`src/hw/ddtc_regs.svh`:
```
// register map, field positions, reset values and timing figures of the timing core
`ifndef DDTC_REGS_SVH
`define DDTC_REGS_SVH

// ==========================================================
// timing figures
`define DDTC_CLK_MHZ        100
`define DDTC_CLK_NS         (1000 / `DDTC_CLK_MHZ)
`define DDTC_CW             39
`define DDTC_FW             12
`define DDTC_FINE_STEP_PS   5
`define DDTC_FINE_MAX_PS    9995
`define DDTC_FINE_MAX       12'(`DDTC_FINE_MAX_PS / `DDTC_FINE_STEP_PS)
`define DDTC_MAX_DLY_S      2000
`define DDTC_NCH            10
`define DDTC_NOUT           14

// ==========================================================
// register offsets
`define DDTC_A_CTRL         8'h00
`define DDTC_A_RATE         8'h04
`define DDTC_A_POL          8'h08
`define DDTC_A_GATE         8'h0C
`define DDTC_A_SPIEN        8'h10
`define DDTC_A_STAT         8'h14
`define DDTC_A_MASK         8'h18
`define DDTC_A_STATE        8'h1C
`define DDTC_A_DLO          2'h1
`define DDTC_A_DHI          2'h2
`define DDTC_A_FINE         2'h3

// ==========================================================
// fields and reset values
`define DDTC_C_EXTREF       2
`define DDTC_C_ARM          3
`define DDTC_C_QUIET        4
`define DDTC_S_TRIG         0
`define DDTC_S_DONE         1
`define DDTC_S_MISS         2
`define DDTC_S_PWR          3
`define DDTC_RATE_RST       32'h0098_967F

`endif

```
`src/hw/ddtc_pkg.sv`:
```
// shared types of the timing core
`include "ddtc_regs.svh"
package ddtc_pkg;
  typedef enum logic [0:0] {S_IDLE, S_RUN} ddtc_state_t;
  typedef enum logic [1:0] {SRC_EXT, SRC_LINE, SRC_SYNTH} ddtc_src_t;
  typedef struct packed {
    logic [`DDTC_CW-1:0] cnt;
    logic                busy;
  } ddtc_chan_t;
endpackage

```
`src/hw/ddtc_chan_if.sv`:
```
// link between the core and one coarse delay counter
`timescale 1ns/1ps
`include "ddtc_regs.svh"
interface ddtc_chan_if;
  logic                start;
  logic [`DDTC_CW-1:0] dly;
  logic                done;
  logic                busy;
  modport core (output start, output dly, input done, input busy);
  modport chan (input start, input dly, output done, output busy);
endinterface

```
`src/hw/ddtc_chan.sv`:
```
// one 39-bit coarse delay counter
`timescale 1ns/1ps
`include "ddtc_regs.svh"
module ddtc_chan
  import ddtc_pkg::*;
(
  input wire logic clk,   // master clock
  input wire logic reset, // sync, high
  ddtc_chan_if.chan ch    // start, delay, terminal event
);
  ddtc_chan_t r;
  ddtc_chan_t n;

  // ==========================================================
  // counter
  always_comb begin
    n = r;
    if (ch.start) begin
      n.cnt  = '0;
      n.busy = 1'b1;
    end else if (ch.done) begin
      n.busy = 1'b0;
    end else if (r.busy) begin
      n.cnt = r.cnt + 39'h1;
    end
  end

  always_ff @(posedge clk) begin
    if (reset) begin
      r <= '0;
    end else begin
      r <= n;
    end
  end

  // a restart wins over a pending terminal count
  assign ch.done = r.busy && (r.cnt == ch.dly) && !ch.start;
  assign ch.busy = r.busy;
endmodule // ddtc_chan

```
`src/hw/ddtc_core.sv`:
```
// timing core top: registers, trigger path, channels, output shaping, spi gating
//
// The strobed register port and the placing of the registers were decided locally.
`timescale 1ns/1ps
`include "ddtc_regs.svh"

module ddtc_core
  import ddtc_pkg::*;
(
  input  wire logic        clk,                      // 100 MHz master clock
  input  wire logic        reset,                    // sync, high
  input  wire logic [7:0]  addr,                     // register address
  input  wire logic [31:0] wdata,                    // write data
  input  wire logic        wr,                       // write strobe
  input  wire logic        rd,                       // read strobe
  output logic      [31:0] rdata,                    // read data, cycle after rd
  output logic             irq,                      // level interrupt
  input  wire logic        ext_trig_pin,             // external trigger
  input  wire logic        line_trig_pin,            // power line trigger
  input  wire logic        power_ok_pin,             // supply monitor, high = ok
  output logic             power_fail,               // to controller, high = lost
  output logic             master_clock_source_ext,  // lock to external ref
  input  wire logic        mcu_sck,                  // controller spi clock
  input  wire logic        mcu_mosi,                 // controller spi data out
  input  wire logic        mcu_cs_n,                 // controller spi select
  output logic             mcu_miso,                 // spi data to controller
  output logic             board_sck,                // buffered spi clock
  output logic             board_mosi,               // buffered spi data
  output logic      [1:0]  board_cs_n,               // per-board select
  input  wire logic [1:0]  board_miso,               // per-board data in
  output logic      [119:0] fine_delay_vernier,      // 10 x 12-bit fine settings
  output logic             reference_output,         // reference width
  output logic             pair_one_width_output,    // first pair width
  output logic             pair_two_width_output,    // second pair width
  output logic             pair_three_width_output,  // third pair width
  output logic             pair_four_width_output,   // fourth pair width
  output logic      [8:0]  edge_out                  // reference and eight edges
);

  typedef struct packed {
    ddtc_state_t                    st;
    logic                           start;
    logic [2:0]                     ext_s;
    logic [2:0]                     line_s;
    logic [2:0]                     pwr_s;
    logic [1:0]                     sck_s;
    logic [1:0]                     mosi_s;
    logic [1:0]                     csn_s;
    logic [1:0][1:0]                miso_s;
    logic [4:0]                     ctrl;
    logic [31:0]                    rate;
    logic [31:0]                    rcnt;
    logic [`DDTC_NOUT-1:0]          pol;
    logic [`DDTC_NOUT-1:0]          gate;
    logic [1:0]                     spien;
    logic [3:0]                     stat;
    logic [3:0]                     mask;
    logic [`DDTC_NCH-1:0][38:0]     dly;
    logic [`DDTC_NCH-1:0][11:0]     fine;
    logic [4:0]                     w;
    logic [8:0]                     e;
    logic [`DDTC_NOUT-1:0]          outs;
    logic [31:0]                    rdata;
    logic                           irq;
    logic                           sck;
    logic                           mosi;
    logic [1:0]                     cs_n;
    logic                           miso;
    logic                           pwr_fail;
  } ddtc_core_t;

  ddtc_core_t          r;
  ddtc_core_t          n;
  logic [`DDTC_NCH-1:0] done;
  logic [`DDTC_NCH-1:0] busy;
  logic                trig;
  logic                synth;
  logic                idle_w;
  logic [3:0]          ev;
  logic [3:0]          idx;
  logic                in_tab;

  // ==========================================================
  // coarse channels
  ddtc_chan_if cif[`DDTC_NCH] ();
  for (genvar g = 0; g < `DDTC_NCH; g++) begin : g_ch
    assign cif[g].start = r.start;
    assign cif[g].dly   = r.dly[g];
    assign done[g]      = cif[g].done;
    assign busy[g]      = cif[g].busy;
    ddtc_chan u_ch (
      .clk   (clk),
      .reset (reset),
      .ch    (cif[g])
    );
  end

  // ==========================================================
  // next state
  always_comb begin
    n      = r;
    idx    = addr[5:2];
    in_tab = (idx < 4'(`DDTC_NCH));

    // trigger_synchroniser: two flops, third keeps history for the edge
    n.ext_s  = {r.ext_s[1:0], ext_trig_pin};
    n.line_s = {r.line_s[1:0], line_trig_pin};
    n.pwr_s  = {r.pwr_s[1:0], power_ok_pin};
    n.sck_s  = {r.sck_s[0], mcu_sck};
    n.mosi_s = {r.mosi_s[0], mcu_mosi};
    n.csn_s  = {r.csn_s[0], mcu_cs_n};
    for (int b = 0; b < 2; b++) begin
      n.miso_s[b] = {r.miso_s[b][0], board_miso[b]};
    end

    // rate synthesizer: one tick every rate+1 cycles
    synth  = (r.rcnt >= r.rate);
    n.rcnt = synth ? 32'h0000_0000 : r.rcnt + 32'h0000_0001;

    // trigger_source_selector
    case (r.ctrl[1:0])
      SRC_EXT:   trig = r.ext_s[1] & ~r.ext_s[2];
      SRC_LINE:  trig = r.line_s[1] & ~r.line_s[2];
      SRC_SYNTH: trig = synth;
      default:   trig = 1'b0;
    endcase

    // a trigger is only taken between timing cycles
    idle_w  = (r.st == S_IDLE) && !r.start;
    n.start = trig && idle_w && r.ctrl[`DDTC_C_ARM];

    case (r.st)
      S_IDLE:  if (r.start) n.st = S_RUN;
      S_RUN:   if (busy == '0) n.st = S_IDLE;
      default: n.st = S_IDLE;
    endcase

    // ==========================================================
    // output_shaping_logic
    if (r.start) begin
      n.e = '0;
      n.w = '0;
    end
    for (int i = 0; i < 9; i++) begin
      if (done[i]) n.e[i] = 1'b1;
    end
    if (done[0]) n.w[0] = 1'b1;
    if (done[9]) n.w[0] = 1'b0;
    for (int p = 1; p < 5; p++) begin
      if (done[2*p-1]) n.w[p] = 1'b1;
      if (done[2*p])   n.w[p] = 1'b0;
    end
    // gated outputs rest at their inactive level
    n.outs = r.pol ^ ({r.e, r.w} & r.gate);

    // ==========================================================
    // spi buffering; quiet mode keeps boards silent during a cycle
    n.sck  = r.sck_s[1];
    n.mosi = r.mosi_s[1];
    for (int b = 0; b < 2; b++) begin
      n.cs_n[b] = r.csn_s[1] | ~r.spien[b] |
                  (r.ctrl[`DDTC_C_QUIET] & (r.st == S_RUN));
    end
    n.miso = !r.cs_n[0] ? r.miso_s[0][1] : r.miso_s[1][1];

    // ==========================================================
    // power monitor
    n.pwr_fail = ~r.pwr_s[1];

    // ==========================================================
    // register writes
    if (wr) begin
      case (addr)
        `DDTC_A_CTRL:  n.ctrl  = wdata[4:0];
        `DDTC_A_RATE:  n.rate  = wdata;
        `DDTC_A_POL:   n.pol   = wdata[`DDTC_NOUT-1:0];
        `DDTC_A_GATE:  n.gate  = wdata[`DDTC_NOUT-1:0];
        `DDTC_A_SPIEN: n.spien = wdata[1:0];
        `DDTC_A_MASK:  n.mask  = wdata[3:0];
        default: begin
          if (in_tab && addr[1:0] == 2'h0) begin
            case (addr[7:6])
              `DDTC_A_DLO: n.dly[idx][31:0]  = wdata;
              `DDTC_A_DHI: n.dly[idx][38:32] = wdata[6:0];
              `DDTC_A_FINE: begin
                // anything past 9.995 ns saturates
                n.fine[idx] = (wdata[11:0] > `DDTC_FINE_MAX) ?
                              `DDTC_FINE_MAX : wdata[11:0];
              end
              default: n.fine[idx] = r.fine[idx];
            endcase
          end
        end
      endcase
    end

    // ==========================================================
    // register reads, data stands one cycle
    n.rdata = '0;
    if (rd) begin
      case (addr)
        `DDTC_A_CTRL:  n.rdata = {27'h000_0000, r.ctrl};
        `DDTC_A_RATE:  n.rdata = r.rate;
        `DDTC_A_POL:   n.rdata = {18'h0_0000, r.pol};
        `DDTC_A_GATE:  n.rdata = {18'h0_0000, r.gate};
        `DDTC_A_SPIEN: n.rdata = {30'h0000_0000, r.spien};
        `DDTC_A_STAT:  n.rdata = {28'h000_0000, r.stat};
        `DDTC_A_MASK:  n.rdata = {28'h000_0000, r.mask};
        `DDTC_A_STATE: n.rdata = {20'h0_0000, r.pwr_s[1], r.st, busy};
        default: begin
          if (in_tab && addr[1:0] == 2'h0) begin
            case (addr[7:6])
              `DDTC_A_DLO:  n.rdata = r.dly[idx][31:0];
              `DDTC_A_DHI:  n.rdata = {25'h000_0000, r.dly[idx][38:32]};
              `DDTC_A_FINE: n.rdata = {20'h0_0000, r.fine[idx]};
              default:      n.rdata = '0;
            endcase
          end
        end
      endcase
    end

    // ==========================================================
    // sticky status: a new event wins over the read that clears
    ev[`DDTC_S_TRIG] = r.start;
    ev[`DDTC_S_DONE] = (r.st == S_RUN) && (busy == '0);
    ev[`DDTC_S_MISS] = trig && !idle_w;
    ev[`DDTC_S_PWR]  = r.pwr_s[2] & ~r.pwr_s[1];
    n.stat = ((rd && addr == `DDTC_A_STAT) ? 4'h0 : r.stat) | ev;
    n.irq  = |(n.stat & r.mask);
  end

  always_ff @(posedge clk) begin
    if (reset) begin
      r       <= '0;
      r.rate  <= `DDTC_RATE_RST;
      r.pwr_s <= 3'h7;
      r.csn_s <= 2'h3;
      r.cs_n  <= 2'h3;
    end else begin
      r <= n;
    end
  end

  // ==========================================================
  // outputs
  assign rdata                   = r.rdata;
  assign irq                     = r.irq;
  assign power_fail              = r.pwr_fail;
  assign master_clock_source_ext = r.ctrl[`DDTC_C_EXTREF];
  assign mcu_miso                = r.miso;
  assign board_sck               = r.sck;
  assign board_mosi              = r.mosi;
  assign board_cs_n              = r.cs_n;
  assign fine_delay_vernier      = r.fine;
  assign reference_output        = r.outs[0];
  assign pair_one_width_output   = r.outs[1];
  assign pair_two_width_output   = r.outs[2];
  assign pair_three_width_output = r.outs[3];
  assign pair_four_width_output  = r.outs[4];
  assign edge_out                = r.outs[13:5];
endmodule // ddtc_core

```
`config.mk`:
```
export PLATFORM = sky130hd
export DESIGN_NAME = ddtc_core
export DESIGN_NICKNAME = d
export VERILOG_FILES = /design/src/hw/ddtc_pkg.sv /design/src/hw/ddtc_chan_if.sv /design/src/hw/ddtc_chan.sv /design/src/hw/ddtc_core.sv
export VERILOG_INCLUDE_DIRS = /design/src /design/src/hw
export SDC_FILE = /design/constraint.sdc
export NUM_CORES = 2
export LEC_CHECK = 0
export ABC_AREA = 1
export BUFFER_PORTS_ARGS = -buffer_cell sky130_fd_sc_hd__buf_4
export CORE_ASPECT_RATIO = 1.5
export CORE_MARGIN = 4
export CORE_UTILIZATION = 46
export CTS_BUF_LIST = sky130_fd_sc_hd__clkbuf_4
export DETAILED_ROUTE_END_ITERATION = 16
export GPL_ROUTABILITY_DRIVEN = 0
export GPL_TIMING_DRIVEN = 1
export REMOVE_ABC_BUFFERS = 1
export SLEW_MARGIN = 20
export SYNTH_ARGS = -nofsm -noshare
export SYNTH_HDL_FRONTEND = slang
export SYNTH_SLANG_ARGS = --single-unit
export TNS_END_PERCENT = 20
```
`constraint.sdc`:
```
create_clock -name clk -period 2.2 [get_ports clk]
set_input_delay 0 -clock clk [delete_from_list [all_inputs] [get_ports clk]]
set_output_delay 0 -clock clk [all_outputs]
set_load 0.03 [all_outputs]
```
; ---- Word level (Yosys, flattened, before mapping)
; Index checks and enable logic that the tools add are counted.
[word_totals]
output_inout_bits = 174
ff_bits = 1105
word_cells = 284
[op_classes]
n_addsub = 11
magnitude_cmp = 5
n_eq_ne = 22
n_bitwise = 31
n_mux = 61
reduce_logical = 74
[ops]
columns = op, n
row1 = 390-bit bitwise mux, 2
row2 = 390-bit one-hot mux with 2 select lines, 1
row3 = 39-bit by 1-bit adder with 39-bit output (second input constant), 10
row4 = 39-bit equality test, 10
row5 = 39-bit demux with 4-bit select, 2
row6 = 32-bit one-hot mux with 8 select lines, 1
row7 = 120-bit bitwise mux, 2
row8 = 120-bit one-hot mux with 2 select lines, 1
row9 = 39-bit binary-select mux with 4-bit select, 1
row10 = 32-bit one-hot mux with 3 select lines, 1
row11 = 39-bit two-way mux, 2
row12 = 32-bit two-way mux, 2
row13 = 12-bit binary-select mux with 4-bit select, 1
row14 = 12-bit demux with 4-bit select, 1
row15 = 1-bit two-way mux, 37
row16 = 12-bit two-way mux, 3
row17 = 32-bit by 1-bit adder with 32-bit output (second input constant), 1
row18 = 8-bit by 5-bit equality test with 1-bit output (second input constant), 4
row19 = 32-bit greater-or-equal comparator, 1
row20 = 2-bit AND reduction, 16
row21 = 1-bit logical AND, 28
row22 = 2-bit nonzero test, 11
row23 = 1-bit NOT, 19
row24 = 2-bit OR reduction, 9
row25 = other kinds (25), 38

; ---- Depth between registers and ports, before layout
[logic_depth]
depth_word = 7
ltp_mapped = 19
mapped_depth_nobuf = 19

; ---- Modules after synthesis
; A second synthesis with hierarchy kept.
[unflattened]
cells_unflattened = 9357
hier_area_um2 = 60077.6
[by_module_without_submodules]
columns = module, cells_per_inst, instances, area_per_inst_um2, seq_area_each_um2
row1 = ddtc_core, 4107, 1, 30511.8, 14113.5
row2 = ddtc_chan, 525, 10, 2956.6, 800.8

; ---- Worst setup path after synthesis
; OpenSTA, ideal clock, no wires.
[synth_timing]
path_type = reg-to-reg
from = reg g_ch[1].u_ch.r[26] in the netlist's numbering
to = reg g_ch[1].u_ch.r[30] in the netlist's numbering
path_stages_with_launch = 14
path_buffers = 3
required_time_ns = 2.130
period_less_slack_ns = 1.917
arrival_time_ns = 1.846
path_slack_ns = 0.283
cell_sequence = dfxtp_1 -> clkbuf_1 -> o22ai_1 -> nor2_1 -> nand2_1 -> nor2_1 -> nand2_1 -> nor2_1 -> nand3_1 -> nand2_1 -> clkbuf_1 -> buf_2 -> nand2_1 -> a21oi_1
[synth_between]
elab_chain_len = 5
[synth_rtl]
columns = element, line
row1 = start: declaration, ddtc_chan.sv:11  ; ddtc_chan_t r;
row2 = start signal: assignment, ddtc_chan.sv:32  ; r <= n;
row3 = branches (longest 5 deep; another with 39-bit by 1-bit adder with 39-bit output), -
; Several ways; the timed one is not identified.
; A chain may end at the register's enable or synchronous reset.

; ---- Worst setup path in the final report
[layout_timing]
from = reg r, in the netlist cif[8].dly[4]
to = reg r, in the netlist rdata[4]
[layout_between]
elab_chain_len = 5
[layout_rtl]
columns = element, line
row1 = start: declaration, ddtc_core.sv:72  ; ddtc_core_t r;
row2 = start signal: assignment, ddtc_core.sv:241  ; r <= n;
row3 = 39-bit binary-select mux with 4-bit select, ddtc_core.sv:213  ; `DDTC_A_DLO: n.rdata = r.dly[idx][31:0];
row4 = 39-bit two-way mux, -
row5 = 32-bit one-hot mux with 3 select lines, ddtc_core.sv:212  ; case (addr[7:6])
row6 = 32-bit two-way mux, ddtc_core.sv:211  ; if (in_tab && addr[1:0] == 2'h0) begin
row7 = 32-bit one-hot mux with 8 select lines, ddtc_core.sv:201  ; case (addr)
; No other way between the ends. The select of a mux whose other input is x is not followed.

==> summary.txt <==
Worst-Skew Late Latency: 1370 ps
Clock transition at path regs: 70 ps
Wire per inst: 24.4 um
Final Cycle Share: 1.02
Vias per cell: 5.87
Worst slew pin tran: 1320 ps
Peak supply drop: 0.586 mV
Starting DRT DRC Count: 7564
Area growth, synth to finish: 19.2%
Multi-input logic area: 31900 um2
Pleak: 27.0 nW
Final cell count without fillers: 11300
P_int: 30.1 mW
GRT Total Usage: 0.387
Reg2reg start: cif[8].dly[4]
Yosys warns: 0
Min-delay worst type: in -> reg
Synth Area in Compound Gates: 0.180
Vias in the first global route: 63100
Share of total power in sequential cells: 0.491
Share of layout cells above drive strength 1: 0.128
Yosys reg bits: 1105
First-pass GRT wire length: 398000 um
CP Data Required Time: 3430 ps
Synth Area in Adders: 0.0100
CP startpoint: cif[8].dly[4]
Worst Setup End Kind: flip-flop
Switching part of the total: 0.264
Synthesized-area fraction occupied by and/or/nand/nor cells: 0.258
Initial antenna violation count: 13
Relative slew slack: 0.118
TritonCTS clock tree: built
Cell Area, Placed: 64500 um2
Root Buffer: clkbuf_4
Largest net degree at the start of global routing: 128
Critical path class: reg -> reg
Clock Sinks: 1105
H-tree Lvls: 5
Unrepaired setup endpoints after global routing: true
Status: complete, but fails checks
Final Util: 0.551
Maximum root-to-sink buffer count: 4
Fillcell total: 12900
GRT overflow: 0
Chip height: 450 um
Worst EP arrival: 3470 ps
Max-slew violations: 0
Fin Clk Skew: 134 ps
Largest family of logic cells by synthesized area: simple AND/OR/NAND/NOR gates
Worst Slack Setup Final: -35.0 ps
Combinational fraction of design power: 0.057
Die X: 303 um
Register Area: 22200 um2
Core area: 130000 um2
Synth Cell Area: 60000 um2
DRC viols: 0
Die area: 136000 um2
Via count: 66500
Post-Synth XOR/XNOR Area: 0.0794
Reg-to-reg slack, setup: -40 ps
Min-delay src: addr[7]
TritonCTS buffer count: 301
Place WS: -103 ps
Placed cells: 10600
Power Density: 572 nW/um2
Final Hold Vio Count: 26
Sw power: 10.8 mW
# setup viols final: 1
Clock power share: 0.452
Critical-path maximum fanout: 3
Final instance area: 71500 um2
HPWL after DPL: 195000 um
Post-Syn Area per Cell: 6.75 um2
Max Cap Viol: 0
Wirelength, routed: 276000 um
Top FF cell, synth: dfxtp_1
Count of cell types in the netlist: 46
CP Launch Type: flip-flop
Post-synth EDFFs: 0
Mux cell area share after synthesis: 0
Sum Neg Setup Slack: -35.0 ps
# IOs: 226
Fin crit period: 2240 ps
Fmax: 447 MHz
Initial core utilization: 0.462
Final hold slack: -33.6 ps
PortBufs: 225
Ys async rst share: 0
Violated checks: negative hold slack, negative setup slack
Row cnt: 162
DR pass1 iterations: 8
Cells after synthesis: 8881
Total power: 40.9 mW
Nets: 9519
Post-synthesis sequential area ratio: 0.369
Post-DRT Antenna Nets: 0
[power groups by stage]
| stage | clock, mW | combinational (mW) | sequential (mW) |
|---|---|---|---|
| after global placement | 0 | 1.81 | 20.5 |
| after detailed placement | 0 | 1.82 | 20.5 |
| after global routing | 19.6 | 2.38 | 20.1 |
| after floorplan | 0 | 0.815 | 20.5 |
| final | 18.5 | 2.34 | 20.1 |
| after CTS | 18.6 | 2.15 | 20.1 |
[critical path, cell delays in order, from the launching register on]
cell and delay, ps:
dfxtp_1 350, a22oi_1 580, nand3_1 240, nand2_1 160
nand3_1 90, nand2_1 80, a21oi_1 60, dlygate4sd3_1 560
[cell usage in the layout, fill, tap and decap left out, types with 346 or more instances in the layout]
cell type     n
buf_4       568
clkbuf_4    403
nor2_1      842
a21oi_1     954
dfxtp_1    1081
o21ai_0     690
nand3_1     613
inv_1       765
nand2_1    1773
xor2_1      346
[logic make-up (layout without fill, tap and decap cells)]
group                    after synthesis  in the layout
flip-flops                          1105           1105
AO/OA/AOI/OAI                       2020           2020
buffers and inverters               1464           2173
XOR/XNOR                             544            544
AND/OR/NAND/NOR                     3700           3700
adder cells (fa/ha/maj)               48             48
other                                  0             14
[Yosys cell counts (13+ instances only)]
library cell	instances	share of area
buf_2	56	0.0047
clkbuf_1	383	0.024
nor2_1	864	0.054
a22oi_1	106	0.013
xor2_1	346	0.051
o2111ai_1	14	0.0020
nor4_1	13	0.0014
dfxtp_1	1105	0.37
a21oi_1	956	0.080
nand3_1	618	0.052
ha_1	48	0.010
nand2_1	1787	0.11
xnor2_1	198	0.029
buf_4	167	0.021
o21ai_1	58	0.0048
or2_2	18	0.0019
nor3b_1	16	0.0020
buf_1	65	0.0041
inv_1	776	0.049
o21ai_0	693	0.058
o22ai_1	143	0.015
o211ai_1	19	0.0024
nand4_1	135	0.014
nor3_1	222	0.019
[worst paths after layout]
| path | to | cells past startpoint |
|---|---|---|
| max | rdata[4] | 7 |
| min | cif[8].dly[37] | 13 |
| max reg2reg | rdata[4] | 7 |
| min reg2reg | rdata[25] | 2 |
[sequential cells by signal (all words and copies together) (netlist names), 2 cells and up]
register / count
r: 127
g_ch.u_ch.ch.busy: 10
n: 13
g_ch.u_ch.r: 390
board_cs_n: 2
cif.dly: 390
rdata: 32
edge_out: 9
fine_delay_vernier: 120
[layer usage]
metal	vias up	global-route usage	routed length (um)
met4	2	0.333	28700
li1	30400	-	-
met5	-	0	8
met1	30600	0.418	92700
met3	1314	0.101	29400
met2	4196	0.627	125000
[repair_timing]
action | CTS | global route
resized for setup | 0 | 121
endpoints found under the hold margin | 1013 | 151
setup endpoints to repair | 0 | 539
hold buffers | 266 | 5
buffers inserted | 0 | 8
[layout make-up]
| cell class | instances | area share |
|---|---|---|
| multi-input cells | 6312 | 0.446 |
| clock buffers | 403 | 0.0423 |
| well taps | 1722 | 0.0301 |
| inverters | 791 | 0.0421 |
| flip-flops and latches | 1105 | 0.310 |
| diodes | 14 | 0.000490 |
| clock inverters | 71 | 0.00679 |
| repair buffers | 908 | 0.122 |
(Power assumes the default switching activity.)
